--- config.mk ---
export PLATFORM = sky130hd
export DESIGN_NAME = adc_ctrl
export DESIGN_NICKNAME = d
export VERILOG_FILES = /design/src/rtl/adc_pkg.sv /design/src/rtl/adc_ctrl.sv
export VERILOG_INCLUDE_DIRS = /design/src /design/src/rtl
export SDC_FILE = /design/constraint.sdc
export NUM_CORES = 1
export LEC_CHECK = 0
export BUFFER_PORTS_ARGS = -buffer_cell sky130_fd_sc_hd__buf_4
export CAP_MARGIN = 5
export CELL_PAD_IN_SITES_DETAIL_PLACEMENT = 1
export CELL_PAD_IN_SITES_GLOBAL_PLACEMENT = 1
export CORE_UTILIZATION = 40
export CTS_BUF_LIST = sky130_fd_sc_hd__clkbuf_8
export CTS_CLUSTER_SIZE = 30
export DETAILED_ROUTE_END_ITERATION = 12
export PLACE_DENSITY = 0.83
export SETUP_SLACK_MARGIN = 0.1
export SLEW_MARGIN = 20
export SYNTH_ARGS = -nofsm -noshare
export SYNTH_HDL_FRONTEND = slang
export SYNTH_SLANG_ARGS = --single-unit
--- constraint.sdc ---
create_clock -name MCLK -period 2.2 [get_ports MCLK]
set_input_delay 0 -clock MCLK [delete_from_list [all_inputs] [get_ports MCLK]]
set_output_delay 0 -clock MCLK [all_outputs]
set_load 0.02 [all_outputs]
--- src/rtl/adc_params.svh ---
// register offsets, field positions, reset values and timing counts
// assumes an 8-bit cpu data path with byte addresses on a 32-bit address
`ifndef ADC_PARAMS_SVH
`define ADC_PARAMS_SVH

// ----------------------------------------
// register addresses
// ----------------------------------------
`define ADC_RES_A_HI 32'hffff8420
`define ADC_RES_A_LO 32'hffff8421
`define ADC_RES_B_HI 32'hffff8422
`define ADC_RES_B_LO 32'hffff8423
`define ADC_RES_C_HI 32'hffff8424
`define ADC_RES_C_LO 32'hffff8425
`define ADC_RES_D_HI 32'hffff8426
`define ADC_RES_D_LO 32'hffff8427
`define ADC_CSR_ADDR 32'hffff8428
`define ADC_TRG_ADDR 32'hffff8429

// ----------------------------------------
// control/status and trigger control field positions
// ----------------------------------------
`define ADC_CSR_END_BIT 7
`define ADC_CSR_IE_BIT 6
`define ADC_CSR_START_BIT 5
`define ADC_CSR_SCAN_BIT 4
`define ADC_CSR_SPEED_BIT 3
`define ADC_TRG_EN_BIT 7

// ----------------------------------------
// reset values
// ----------------------------------------
`define ADC_CSR_RESET 8'h00
`define ADC_TRG_RESET 8'h7f
`define ADC_TRG_FILL 7'h7f
`define ADC_RES_RESET 10'h000

// ----------------------------------------
// conversion lengths in states (clock cycles)
// ----------------------------------------
`define ADC_FIRST_SLOW 9'd266
`define ADC_FIRST_FAST 9'd134
`define ADC_NEXT_SLOW 9'd256
`define ADC_NEXT_FAST 9'd128

`endif

--- src/rtl/adc_pkg.sv ---
// types shared by the converter control block
// assumes adc_params.svh holds every number
package adc_pkg;

    // ----------------------------------------
    // control/status register image
    // ----------------------------------------
    typedef struct packed {
        logic end_flag;      // conversion_end_flag
        logic irq_enable;    // completion_irq_enable
        logic start;         // conversion_start
        logic scan;          // scan mode select
        logic speed_select;  // fast conversion when set
        logic [2:0] input_select;
    } adc_csr_t;

    // ----------------------------------------
    // sequencer states, gray along idle -> conv
    // ----------------------------------------
    typedef enum logic [0:0] {
        ADC_IDLE = 1'b0,
        ADC_CONV = 1'b1
    } adc_state_t;

endpackage

--- src/rtl/adc_ctrl.sv ---
// adc_ctrl: sequencer, registers and result path of the 10-bit converter
// assumes an 8-bit cpu bus on MCLK, a timer trigger pulse and standby level
// on MCLK, and an analog core whose result is valid at conversion end
`include "adc_params.svh"

module adc_ctrl (
    input wire logic MCLK,
    input wire logic RST_B,
    input wire logic STANDBY,
    input wire logic [31:0] BUS_ADDR,
    input wire logic BUS_RD,
    input wire logic BUS_WR,
    input wire logic [7:0] BUS_WDATA,
    output logic [7:0] BUS_RDATA,
    input wire logic TIMER_TRIG,
    output logic CORE_SAMPLE,
    output logic [2:0] CORE_CHAN,
    output logic CORE_FAST,
    input wire logic [9:0] CORE_RESULT,
    output logic COMPLETION_IRQ
);
    import adc_pkg::*;

    // ----------------------------------------
    // state
    // ----------------------------------------
    adc_csr_t csr_r;            // control/status register
    logic trg_en_r;             // timer_trigger_enable
    logic end_seen_r;           // end flag was read as one
    logic [9:0] res_r [4];      // result registers a..d
    logic [7:0] latch_r;        // shared low-byte latch
    logic [7:0] rdata_r;        // read answer
    logic trig_d_r;             // timer trigger, previous cycle
    adc_state_t state_r;        // sequencer state
    logic [8:0] cnt_r;          // states left in conversion
    logic [2:0] chan_r;         // channel being converted
    logic sample_r;             // conversion start pulse to core
    logic irq_r;                // interrupt request

    // ----------------------------------------
    // decode
    // ----------------------------------------
    logic wr_csr;               // write to control/status
    logic rd_csr;               // read of control/status
    logic wr_trg;               // write to trigger control
    logic trig_hit;             // accepted timer trigger
    logic conv_end;             // current conversion completes
    logic [2:0] first_chan;     // first channel of scan group
    logic [2:0] last_chan;      // last channel of scan group
    logic pass_done;            // conversion ends a scan pass
    logic [8:0] next_len;       // length of a follow-on scan conversion
    logic [8:0] first_len;      // length of a first conversion

    assign wr_csr = BUS_WR && (BUS_ADDR == `ADC_CSR_ADDR);
    assign rd_csr = BUS_RD && (BUS_ADDR == `ADC_CSR_ADDR);
    assign wr_trg = BUS_WR && (BUS_ADDR == `ADC_TRG_ADDR);
    // pulse edge only, and only while enabled
    assign trig_hit = trg_en_r && TIMER_TRIG && !trig_d_r;
    assign conv_end = (state_r == ADC_CONV) && csr_r.start && (cnt_r == 9'd0);
    // group 0 starts at input 0, group 1 at input 4
    assign first_chan = {csr_r.input_select[2], 2'b00};
    assign last_chan = first_chan + {1'b0, csr_r.input_select[1:0]};
    assign pass_done = (chan_r == last_chan);
    assign first_len = csr_r.speed_select ? `ADC_FIRST_FAST : `ADC_FIRST_SLOW;
    assign next_len = csr_r.speed_select ? `ADC_NEXT_FAST : `ADC_NEXT_SLOW;

    // ----------------------------------------
    // control/status register
    // ----------------------------------------
    // write first, then hardware clears, then hardware sets win
    always_ff @(posedge MCLK or negedge RST_B) begin
        if (!RST_B) begin
            csr_r <= adc_csr_t'(`ADC_CSR_RESET);
        end else begin
            if (wr_csr) begin
                csr_r.irq_enable <= BUS_WDATA[`ADC_CSR_IE_BIT];
                csr_r.start <= BUS_WDATA[`ADC_CSR_START_BIT];
                csr_r.scan <= BUS_WDATA[`ADC_CSR_SCAN_BIT];
                csr_r.speed_select <= BUS_WDATA[`ADC_CSR_SPEED_BIT];
                csr_r.input_select <= BUS_WDATA[2:0];
                // writing one to the flag does nothing
                if (!BUS_WDATA[`ADC_CSR_END_BIT] && end_seen_r) begin
                    csr_r.end_flag <= 1'b0;
                end
            end
            // single conversion done: drop busy
            if (conv_end && !csr_r.scan) begin
                csr_r.start <= 1'b0;
            end
            // set wins over clear
            if (conv_end && (!csr_r.scan || pass_done)) begin
                csr_r.end_flag <= 1'b1;
            end
            // timer start acts as a software start
            if (trig_hit) begin
                csr_r.start <= 1'b1;
            end
        end
    end

    // ----------------------------------------
    // read-as-one tracking for the end flag
    // ----------------------------------------
    always_ff @(posedge MCLK or negedge RST_B) begin
        if (!RST_B) begin
            end_seen_r <= 1'b0;
        end else if (wr_csr) begin
            end_seen_r <= 1'b0;
        end else if (rd_csr && csr_r.end_flag) begin
            end_seen_r <= 1'b1;
        end
    end

    // ----------------------------------------
    // trigger control register
    // ----------------------------------------
    // only the enable bit is stored; the fill bits are constant ones
    // standby forces the reset value for as long as it is high
    always_ff @(posedge MCLK or negedge RST_B) begin
        if (!RST_B) begin
            trg_en_r <= 1'(`ADC_TRG_RESET >> `ADC_TRG_EN_BIT);
        end else if (STANDBY) begin
            // standby entry wipes the enable like a reset
            trg_en_r <= 1'(`ADC_TRG_RESET >> `ADC_TRG_EN_BIT);
        end else if (wr_trg) begin
            trg_en_r <= BUS_WDATA[`ADC_TRG_EN_BIT];
        end
    end

    // ----------------------------------------
    // timer trigger edge memory
    // ----------------------------------------
    always_ff @(posedge MCLK or negedge RST_B) begin
        if (!RST_B) begin
            trig_d_r <= 1'b0;
        end else begin
            trig_d_r <= TIMER_TRIG;
        end
    end

    // ----------------------------------------
    // sequencer
    // ----------------------------------------
    // idle waits for the start bit, conv counts states down to zero
    // the count is loaded with length minus one, so a conversion
    // spans exactly the programmed number of clock cycles
    // hazard: mode and speed are read live, so software must not
    // change them while the start bit is set
    always_ff @(posedge MCLK or negedge RST_B) begin
        if (!RST_B) begin
            state_r <= ADC_IDLE;
            cnt_r <= 9'd0;
            chan_r <= 3'h0;
            sample_r <= 1'b0;
        end else begin
            sample_r <= 1'b0;
            unique case (state_r)
                ADC_IDLE: begin
                    // a new scan start always begins at the group's first input
                    if (csr_r.start) begin
                        state_r <= ADC_CONV;
                        chan_r <= csr_r.scan ? first_chan : csr_r.input_select;
                        cnt_r <= first_len - 9'd1;
                        sample_r <= 1'b1;
                    end
                end
                ADC_CONV: begin
                    if (!csr_r.start) begin
                        // software halt aborts the conversion
                        state_r <= ADC_IDLE;
                    end else if (cnt_r != 9'd0) begin
                        cnt_r <= cnt_r - 9'd1;
                    end else if (!csr_r.scan) begin
                        state_r <= ADC_IDLE;
                    end else begin
                        // next channel, wrap after the last
                        chan_r <= pass_done ? first_chan : chan_r + 3'h1;
                        cnt_r <= next_len - 9'd1;
                        sample_r <= 1'b1;
                    end
                end
            endcase
        end
    end

    // ----------------------------------------
    // result registers, one per channel position
    // ----------------------------------------
    genvar gi;
    generate
        for (gi = 0; gi < 4; gi++) begin : g_res
            always_ff @(posedge MCLK or negedge RST_B) begin
                if (!RST_B) begin
                    res_r[gi] <= `ADC_RES_RESET;
                end else if (conv_end && (chan_r[1:0] == gi[1:0])) begin
                    res_r[gi] <= CORE_RESULT;
                end
            end
        end
    endgenerate

    // ----------------------------------------
    // read path and byte latch
    // ----------------------------------------
    // read-only: writes to result addresses are ignored
    // one shared latch serves all four results, so a low-byte
    // read returns the low bits of whichever high byte came last
    // the answer is registered: data stands the cycle after the read
    always_ff @(posedge MCLK or negedge RST_B) begin
        if (!RST_B) begin
            rdata_r <= 8'h00;
            latch_r <= 8'h00;
        end else if (BUS_RD) begin
            rdata_r <= 8'h00;
            unique case (BUS_ADDR)
                `ADC_RES_A_HI, `ADC_RES_B_HI, `ADC_RES_C_HI, `ADC_RES_D_HI: begin
                    rdata_r <= res_r[BUS_ADDR[2:1]][9:2];
                    latch_r <= {res_r[BUS_ADDR[2:1]][1:0], 6'h00};
                end
                `ADC_RES_A_LO, `ADC_RES_B_LO, `ADC_RES_C_LO, `ADC_RES_D_LO: begin
                    rdata_r <= latch_r;
                end
                `ADC_CSR_ADDR: begin
                    rdata_r <= csr_r;
                end
                `ADC_TRG_ADDR: begin
                    rdata_r <= {trg_en_r, `ADC_TRG_FILL};
                end
                default: begin
                    rdata_r <= 8'h00;
                end
            endcase
        end
    end

    // ----------------------------------------
    // interrupt request
    // ----------------------------------------
    always_ff @(posedge MCLK or negedge RST_B) begin
        if (!RST_B) begin
            irq_r <= 1'b0;
        end else begin
            irq_r <= csr_r.end_flag && csr_r.irq_enable;
        end
    end

    // ----------------------------------------
    // outputs
    // ----------------------------------------
    assign BUS_RDATA = rdata_r;
    assign CORE_SAMPLE = sample_r;
    assign CORE_CHAN = chan_r;
    assign CORE_FAST = csr_r.speed_select;
    assign COMPLETION_IRQ = irq_r;
endmodule

==> results.yml, run 1 <==
status:
  run_status: "complete, but fails checks"
  violations: "design-rule violations"
setup_path:
  r2r_cells: 6
  crit_type: "flop to flop"
  cp.arrival_ns: 2.27
  regToRegSetupSlack_ns: 0.18
  start_kind: "flop"
  critPathMaxFanout: 5
  crit_required_ns: 2.45
  end_kind: "flop"
timing:
  final_hold_viol_count: 0
  timing.fmax_mhz: 495
  relSlewSlack: 0.356
  slew_viol_final: 0
  holdWs_ns: 0.0849
  worstMarginPinSlew_ns: 0.966
  rsz0062_at_grt: "true"
  fin_worst_skew_ns: 0.0121
  fin_crit_sh: 0.918
  fin_crit_ns: 2.02
  fin_ws_ns: 0.179
  fin_setup_tns_ns: 0
  setup_viol: 0
cts:
  h-tree-depth: 3
  root_buffer: "clkbuf_8"
  numClockSinks: 76
  cts.clk_slew.worst_paths_ns: 0.09
  clk_latency_ns: 0.35
  cts_buffers: 9
  cts_tree: "done"
  clockBufferDepth: 2
yosys:
  ys_seq_area_frac: 0.517
  synthSimpleGateAreaFrac: 0.118
  yosys.area.top_type: "dfrtp_1"
  synth_top_area_share: 0.517
  syn-num-nets: 355
  synthCells: 294
  synthMostInstantiatedCell: "dfrtp_1"
  synth_edf_count: 0
  synth.avg_cell_area_um2: 12.5
  synth_compound_area_frac: 0.109
  synthTopCellsByArea: "dfrtp_1 (52%), mux2_2 (13%), mux4_2 (6.1%), a21oi_1 (2.4%), mux2_1 (2.4%)"
  synth_seq_cells: 76
  synth_common_cells: "dfrtp_1 (76), mux2_2 (41), nor2_1 (19)"
  synth.distinct_cells: 53
  async_flop_share: 1.00
  synthFlopType: "dfrtp_1"
  synthAdderAreaFrac: 0.0170
  synth_area_um2: 3680
  muxShareOfSynthArea: 0.214
  ys_warn_count: 0
  synth_top_family_by_area: "multiplexers"
  synth_xor_area_frac: 0.00714
pwr:
  comb_power_share: 0.088
  pwr-share-clk: 0.398
  leakage_uw: 0.00221
  p_sw_uw: 713
  total_power_uw: 2840
  swShare: 0.251
  p_int_uw: 2120
  ir_drop_uv: 339
  power_density_nw_per_um2: 581
  seq_power_share: 0.514
drt:
  drt-pass1-iter-count: 8
  drt_iter0_markers: 80
  routed_wl_um: 10400
  viasPerCell: 5.64
  drc: 2
  ant_nets: 0
  vias: 2910
  wl_per_cell_um: 20.1
die:
  die_w_um: 97.9
  core_um2: 8810
  dieArea_um2: 9590
  rows: 34
  chipHeight_um: 97.9
  io_pins: 70
  start_util: 0.418
worst_hold_path:
  hold_depth: 3
  hp-class: "input port to flop"
final_layout:
  drive_gt1_frac: 0.407
  instances_no_fill: 516
  regArea_um2: 1900
  fillers: 926
  multi_input_area_um2: 1750
  diodes: 0
  area_growth_pct: 32.7
  nets: 464
grt:
  grt_use_total: 0.229
  grt_max_degree: 77
  grt_pass1_wl_um: 17000
  grt_pass1_vias: 3312
  antenna_found_initial: 0
  grt-ovfl-total: 0
placement:
  placed_cells: 476
  gp_congestion: 0.814
  dp_slack_ns: 0.00794
  portBuffers: 69
  dp_hpwl_um: 7190
run:
  cap_violations: 0
flip-flops by register name, indices dropped and copies added (netlist names):
name and count:
trg_en_r 1, CORE_FAST 1, CORE_CHAN 3, BUS_RDATA 8
latch_r 2, CORE_SAMPLE 1, state_r 1, COMPLETION_IRQ 1
end_seen_r 1, trig_d_r 1, cnt_r 9, csr_r 7
res_r 40
layout by cell type (no fill, tap or decap), types with 3 or more instances in the layout:
cell type       n
o22ai_1         4
a21oi_1        18
dfrtp_1        76
o2bb2ai_1       7
inv_1          11
o21ai_0        10
nand2_1         9
nand2_4         4
nand4_1         4
nand3_1         6
xnor2_1         3
mux2_2         41
o21a_1          3
ha_1            4
a22o_1          3
clkinv_4        3
mux4_2         10
and3_1          4
dlygate4sd3_1  22
clkbuf_8        9
mux2_1          8
buf_4          81
nor2_1         19
what timing repair did:
action,4_1_cts,5_1_grt
pin swaps,1,0
resized for setup,6,5
hold buffers,22,0
endpoints found under the setup margin,41,41
gates cloned,0,0
endpoints found under the hold margin,126,0
buffers inserted,2,0
area by class of cell:
class,instances,area share
clock buffer,9,0.0254
tap,108,0.0277
sequential,76,0.389
clock inverter,7,0.0172
timing repair buffer,104,0.172
multi-input combinational,200,0.359
inverter,12,0.00922
power groups by stage:
| stage | clock (uW) | sequential (uW) | combinational, uW |
|---|---|---|---|
| 2_1_floorplan | 0 | 1470 | 84.6 |
| 3_3_place_gp | 0 | 1480 | 209 |
| 3_5_place_dp | 0 | 1480 | 219 |
| 4_1_cts | 1140 | 1460 | 253 |
| 5_1_grt | 1200 | 1460 | 271 |
| 6_report | 1130 | 1460 | 250 |
critical path, cell delays in order, from the launching register on:
cell	delay [ns]
dfrtp_1	0.40
inv_1	0.10
ha_2	0.21
or3b_2	0.48
nand2b_4	0.18
o31a_1	0.27
o31a_1	0.27
kinds of logic (layout without fill, tap and decap cells):
| logic type | after synthesis | count (layout) |
|---|---|---|
| flops | 76 | 76 |
| simple gates | 72 | 72 |
| xor+xnor | 3 | 3 |
| compound gates | 60 | 60 |
| fa+ha+maj | 5 | 5 |
| buf+inv | 18 | 132 |
| mux | 60 | 60 |
worst paths after layout:
kind / to / startpoint
worst max-delay path: cnt_r[8] / cnt_r[1]
worst min-delay path: BUS_RDATA[7] / BUS_ADDR[0]
worst max register to register: cnt_r[8] / cnt_r[1]
worst min register to register: csr_r[5] / trig_d_r
max in group asynchronous: csr_r[7] / RST_B
min in group asynchronous: cnt_r[2] / RST_B
metrics by stage:
step	util	instance area (um2)
after floorplan	-	3680
after global placement	0.499	4390
after detailed placement	0.499	4390
after CTS	0.552	4860
after global routing	0.555	4880
final	0.555	4880
layer usage:
layer | GRT usage | vias to the layer above | share of wire
met3 | 0.0301 | 19 | 0.026
met1 | 0.270 | 1502 | 0.41
met2 | 0.417 | 55 | 0.54
met4 | 0.100 | 0 | 0.025
met5 | 0 | - | 0
li1 | - | 1334 | -
(Power assumes the default switching activity.)
==> inputs of run 2 (changes only) <==
- CORE_MARGIN: not set -> 3
==> run 2 against run 1 <==
Against the previous run:
- die area up 8.3%
- clock skew about the same
- the flow now finishes without violations
- sequential share of layout area up 0.18 points
- non-clock buffer count down 3
- wire length down 1.5%
- global-route usage down 2.0 points
- maximum frequency down 3.1%
- first-iteration DRC count up 24%
- clock power about the same
- critical path depth unchanged
- total power down 0.90%
- highest routed layer unchanged
==> results.yml, run 2 (synthesis gave the netlist of run 1 again) <==
setup_path:
  start_kind: "flop"
  critical-path-top-delay-family: "simple AND/OR/NAND/NOR gates"
  cp.arrival_ns: 2.32
  critPathBufInv: 1
  regToRegSetupSlack_ns: 0.12
  slowest_delay_ns: 0.46
  path_cells: "nor4_4 > nand2_1 > nor4_4 > buf_4 > nand2_4 > mux2_1"
  critPathMaxFanout: 10
  crit_top_cell: "nor4_4"
  crit_type: "flop to flop"
  cp_slowest_cell: "dfrtp_2"
  crit_required_ns: 2.44
  end_kind: "flop"
final_layout:
  largest_reg_flops: 40
  final_common_cell: "buf_4"
  area_growth_pct: 32.2
  instances_no_fill: 513
  nets: 461
  drive_gt1_frac: 0.407
  fillers: 911
  top_register: "res_r"
  post-route-util: 0.550
  diodes: 0
  layout_common_cells: "buf_4 (79), dfrtp_1 (75), mux2_2 (41), dlygate4sd3_1 (22), nor2_1 (19)"
pwr:
  power_density_nw_per_um2: 578
  ir_drop_uv: 437
  leakage_uw: 0.00219
  total_power_uw: 2810
die:
  core_um2: 8850
  start_util: 0.416
  chipHeight_um: 102
  dieArea_um2: 10400
  io_pins: 70
  die_w_um: 102
  rows: 34
timing:
  timing.fmax_mhz: 480
  final_hold_viol_count: 0
  fin_crit_sh: 0.948
  relSlewSlack: 0.360
  fin_worst_skew_ns: 0.0118
  holdWs_ns: 0.0485
  rsz0062_at_grt: "true"
  slew_viol_final: 0
  fin_crit_ns: 2.08
  setup_viol: 0
  worstMarginPinSlew_ns: 0.960
cts:
  root_buffer: "clkbuf_8"
  cts_buffers: 9
  h-tree-depth: 3
  numClockSinks: 76
  cts_tree: "done"
  clockBufferDepth: 2
  cts.clk_slew.worst_paths_ns: 0.09
  clk_latency_ns: 0.36
drt:
  ant_nets: 0
  viasPerCell: 5.56
  drc: 0
  routed_wl_um: 10200
  vias: 2850
  drt_iter0_markers: 99
  drt-pass1-iter-count: 4
  wl_per_cell_um: 19.9
grt:
  grt_pass1_vias: 3296
  antenna_found_initial: 0
  grt-ovfl-total: 0
  grt_pass1_wl_um: 16500
  grt_max_degree: 77
  grt_use_total: 0.209
worst_hold_path:
  hp-class: "input port to flop"
run:
  cap_violations: 0
placement:
  portBuffers: 69
  dp_hpwl_um: 7240
  placed_cells: 473
  gp_congestion: 0.871
status:
  run_status: "complete, no violations"
run 2: routing by layer:
layer,global-route usage,vias to the layer above,wire [um]
li1,-,1330,-
met1,0.246,1461,4130
met2,0.373,44,5560
met3,0.0532,15,322
met4,0.0676,0,190
met5,0,-,0
run 2: timing repair:
item                       CTS  global route
setup buffers                1             1
hold buffers                22             0
pin swaps                    1             0
hold endpoints to repair   126             0
setup endpoints to repair   41            46
gates cloned                 0             0
gates resized for setup      2            10
run 2: report_power, final:
part	leakage [uW]	internal [uW]	switching, uW	total (uW)
sequential	0.000929	1430	18.7	1450
clock	0.0000973	540	573	1110
combinational	0.00117	147	98.6	245
total	0.00219	2120	690	2810
run 2: path summary, 6_finish.rpt:
kind | from | end | cells after the start
setup / recovery | cnt_r[5] | res_r[2] | 6
hold / removal | BUS_ADDR[0] | BUS_RDATA[7] | 3
setup reg to reg | cnt_r[5] | res_r[2] | 6
hold reg to reg | trig_d_r | csr_r[5] | 1
max in group asynchronous | RST_B | cnt_r[5] | 2
min in group asynchronous | RST_B | cnt_r[0] | 2
run 2: area by class of cell:
| class | instances | area [um2] | share of cell area |
|---|---|---|---|
| clock buffers | 9 | 124 | 0.0255 |
| flip-flops and latches | 76 | 1900 | 0.391 |
| multi-input cells | 200 | 1760 | 0.363 |
| repair buffers | 101 | 813 | 0.167 |
| clock inverters | 7 | 80.1 | 0.0165 |
| inverters | 12 | 45.0 | 0.00926 |
| well taps | 108 | 135 | 0.0278 |
run 2: through the flow:
step	area (um2)	setup WS, ns	TNS, ns
floorplan	3680	0.155	0
global placement	4370	0.111	0
detailed placement	4370	-0.00671	-0.00671
CTS	4810	0.0610	0
global route	4860	0.0182	0
finish	4860	0.115	0
run 2: worst min-delay path: stages:
cell and delay [ns]:
buf_4 0.14, a222oi_1 0.08, a21oi_1 0.14
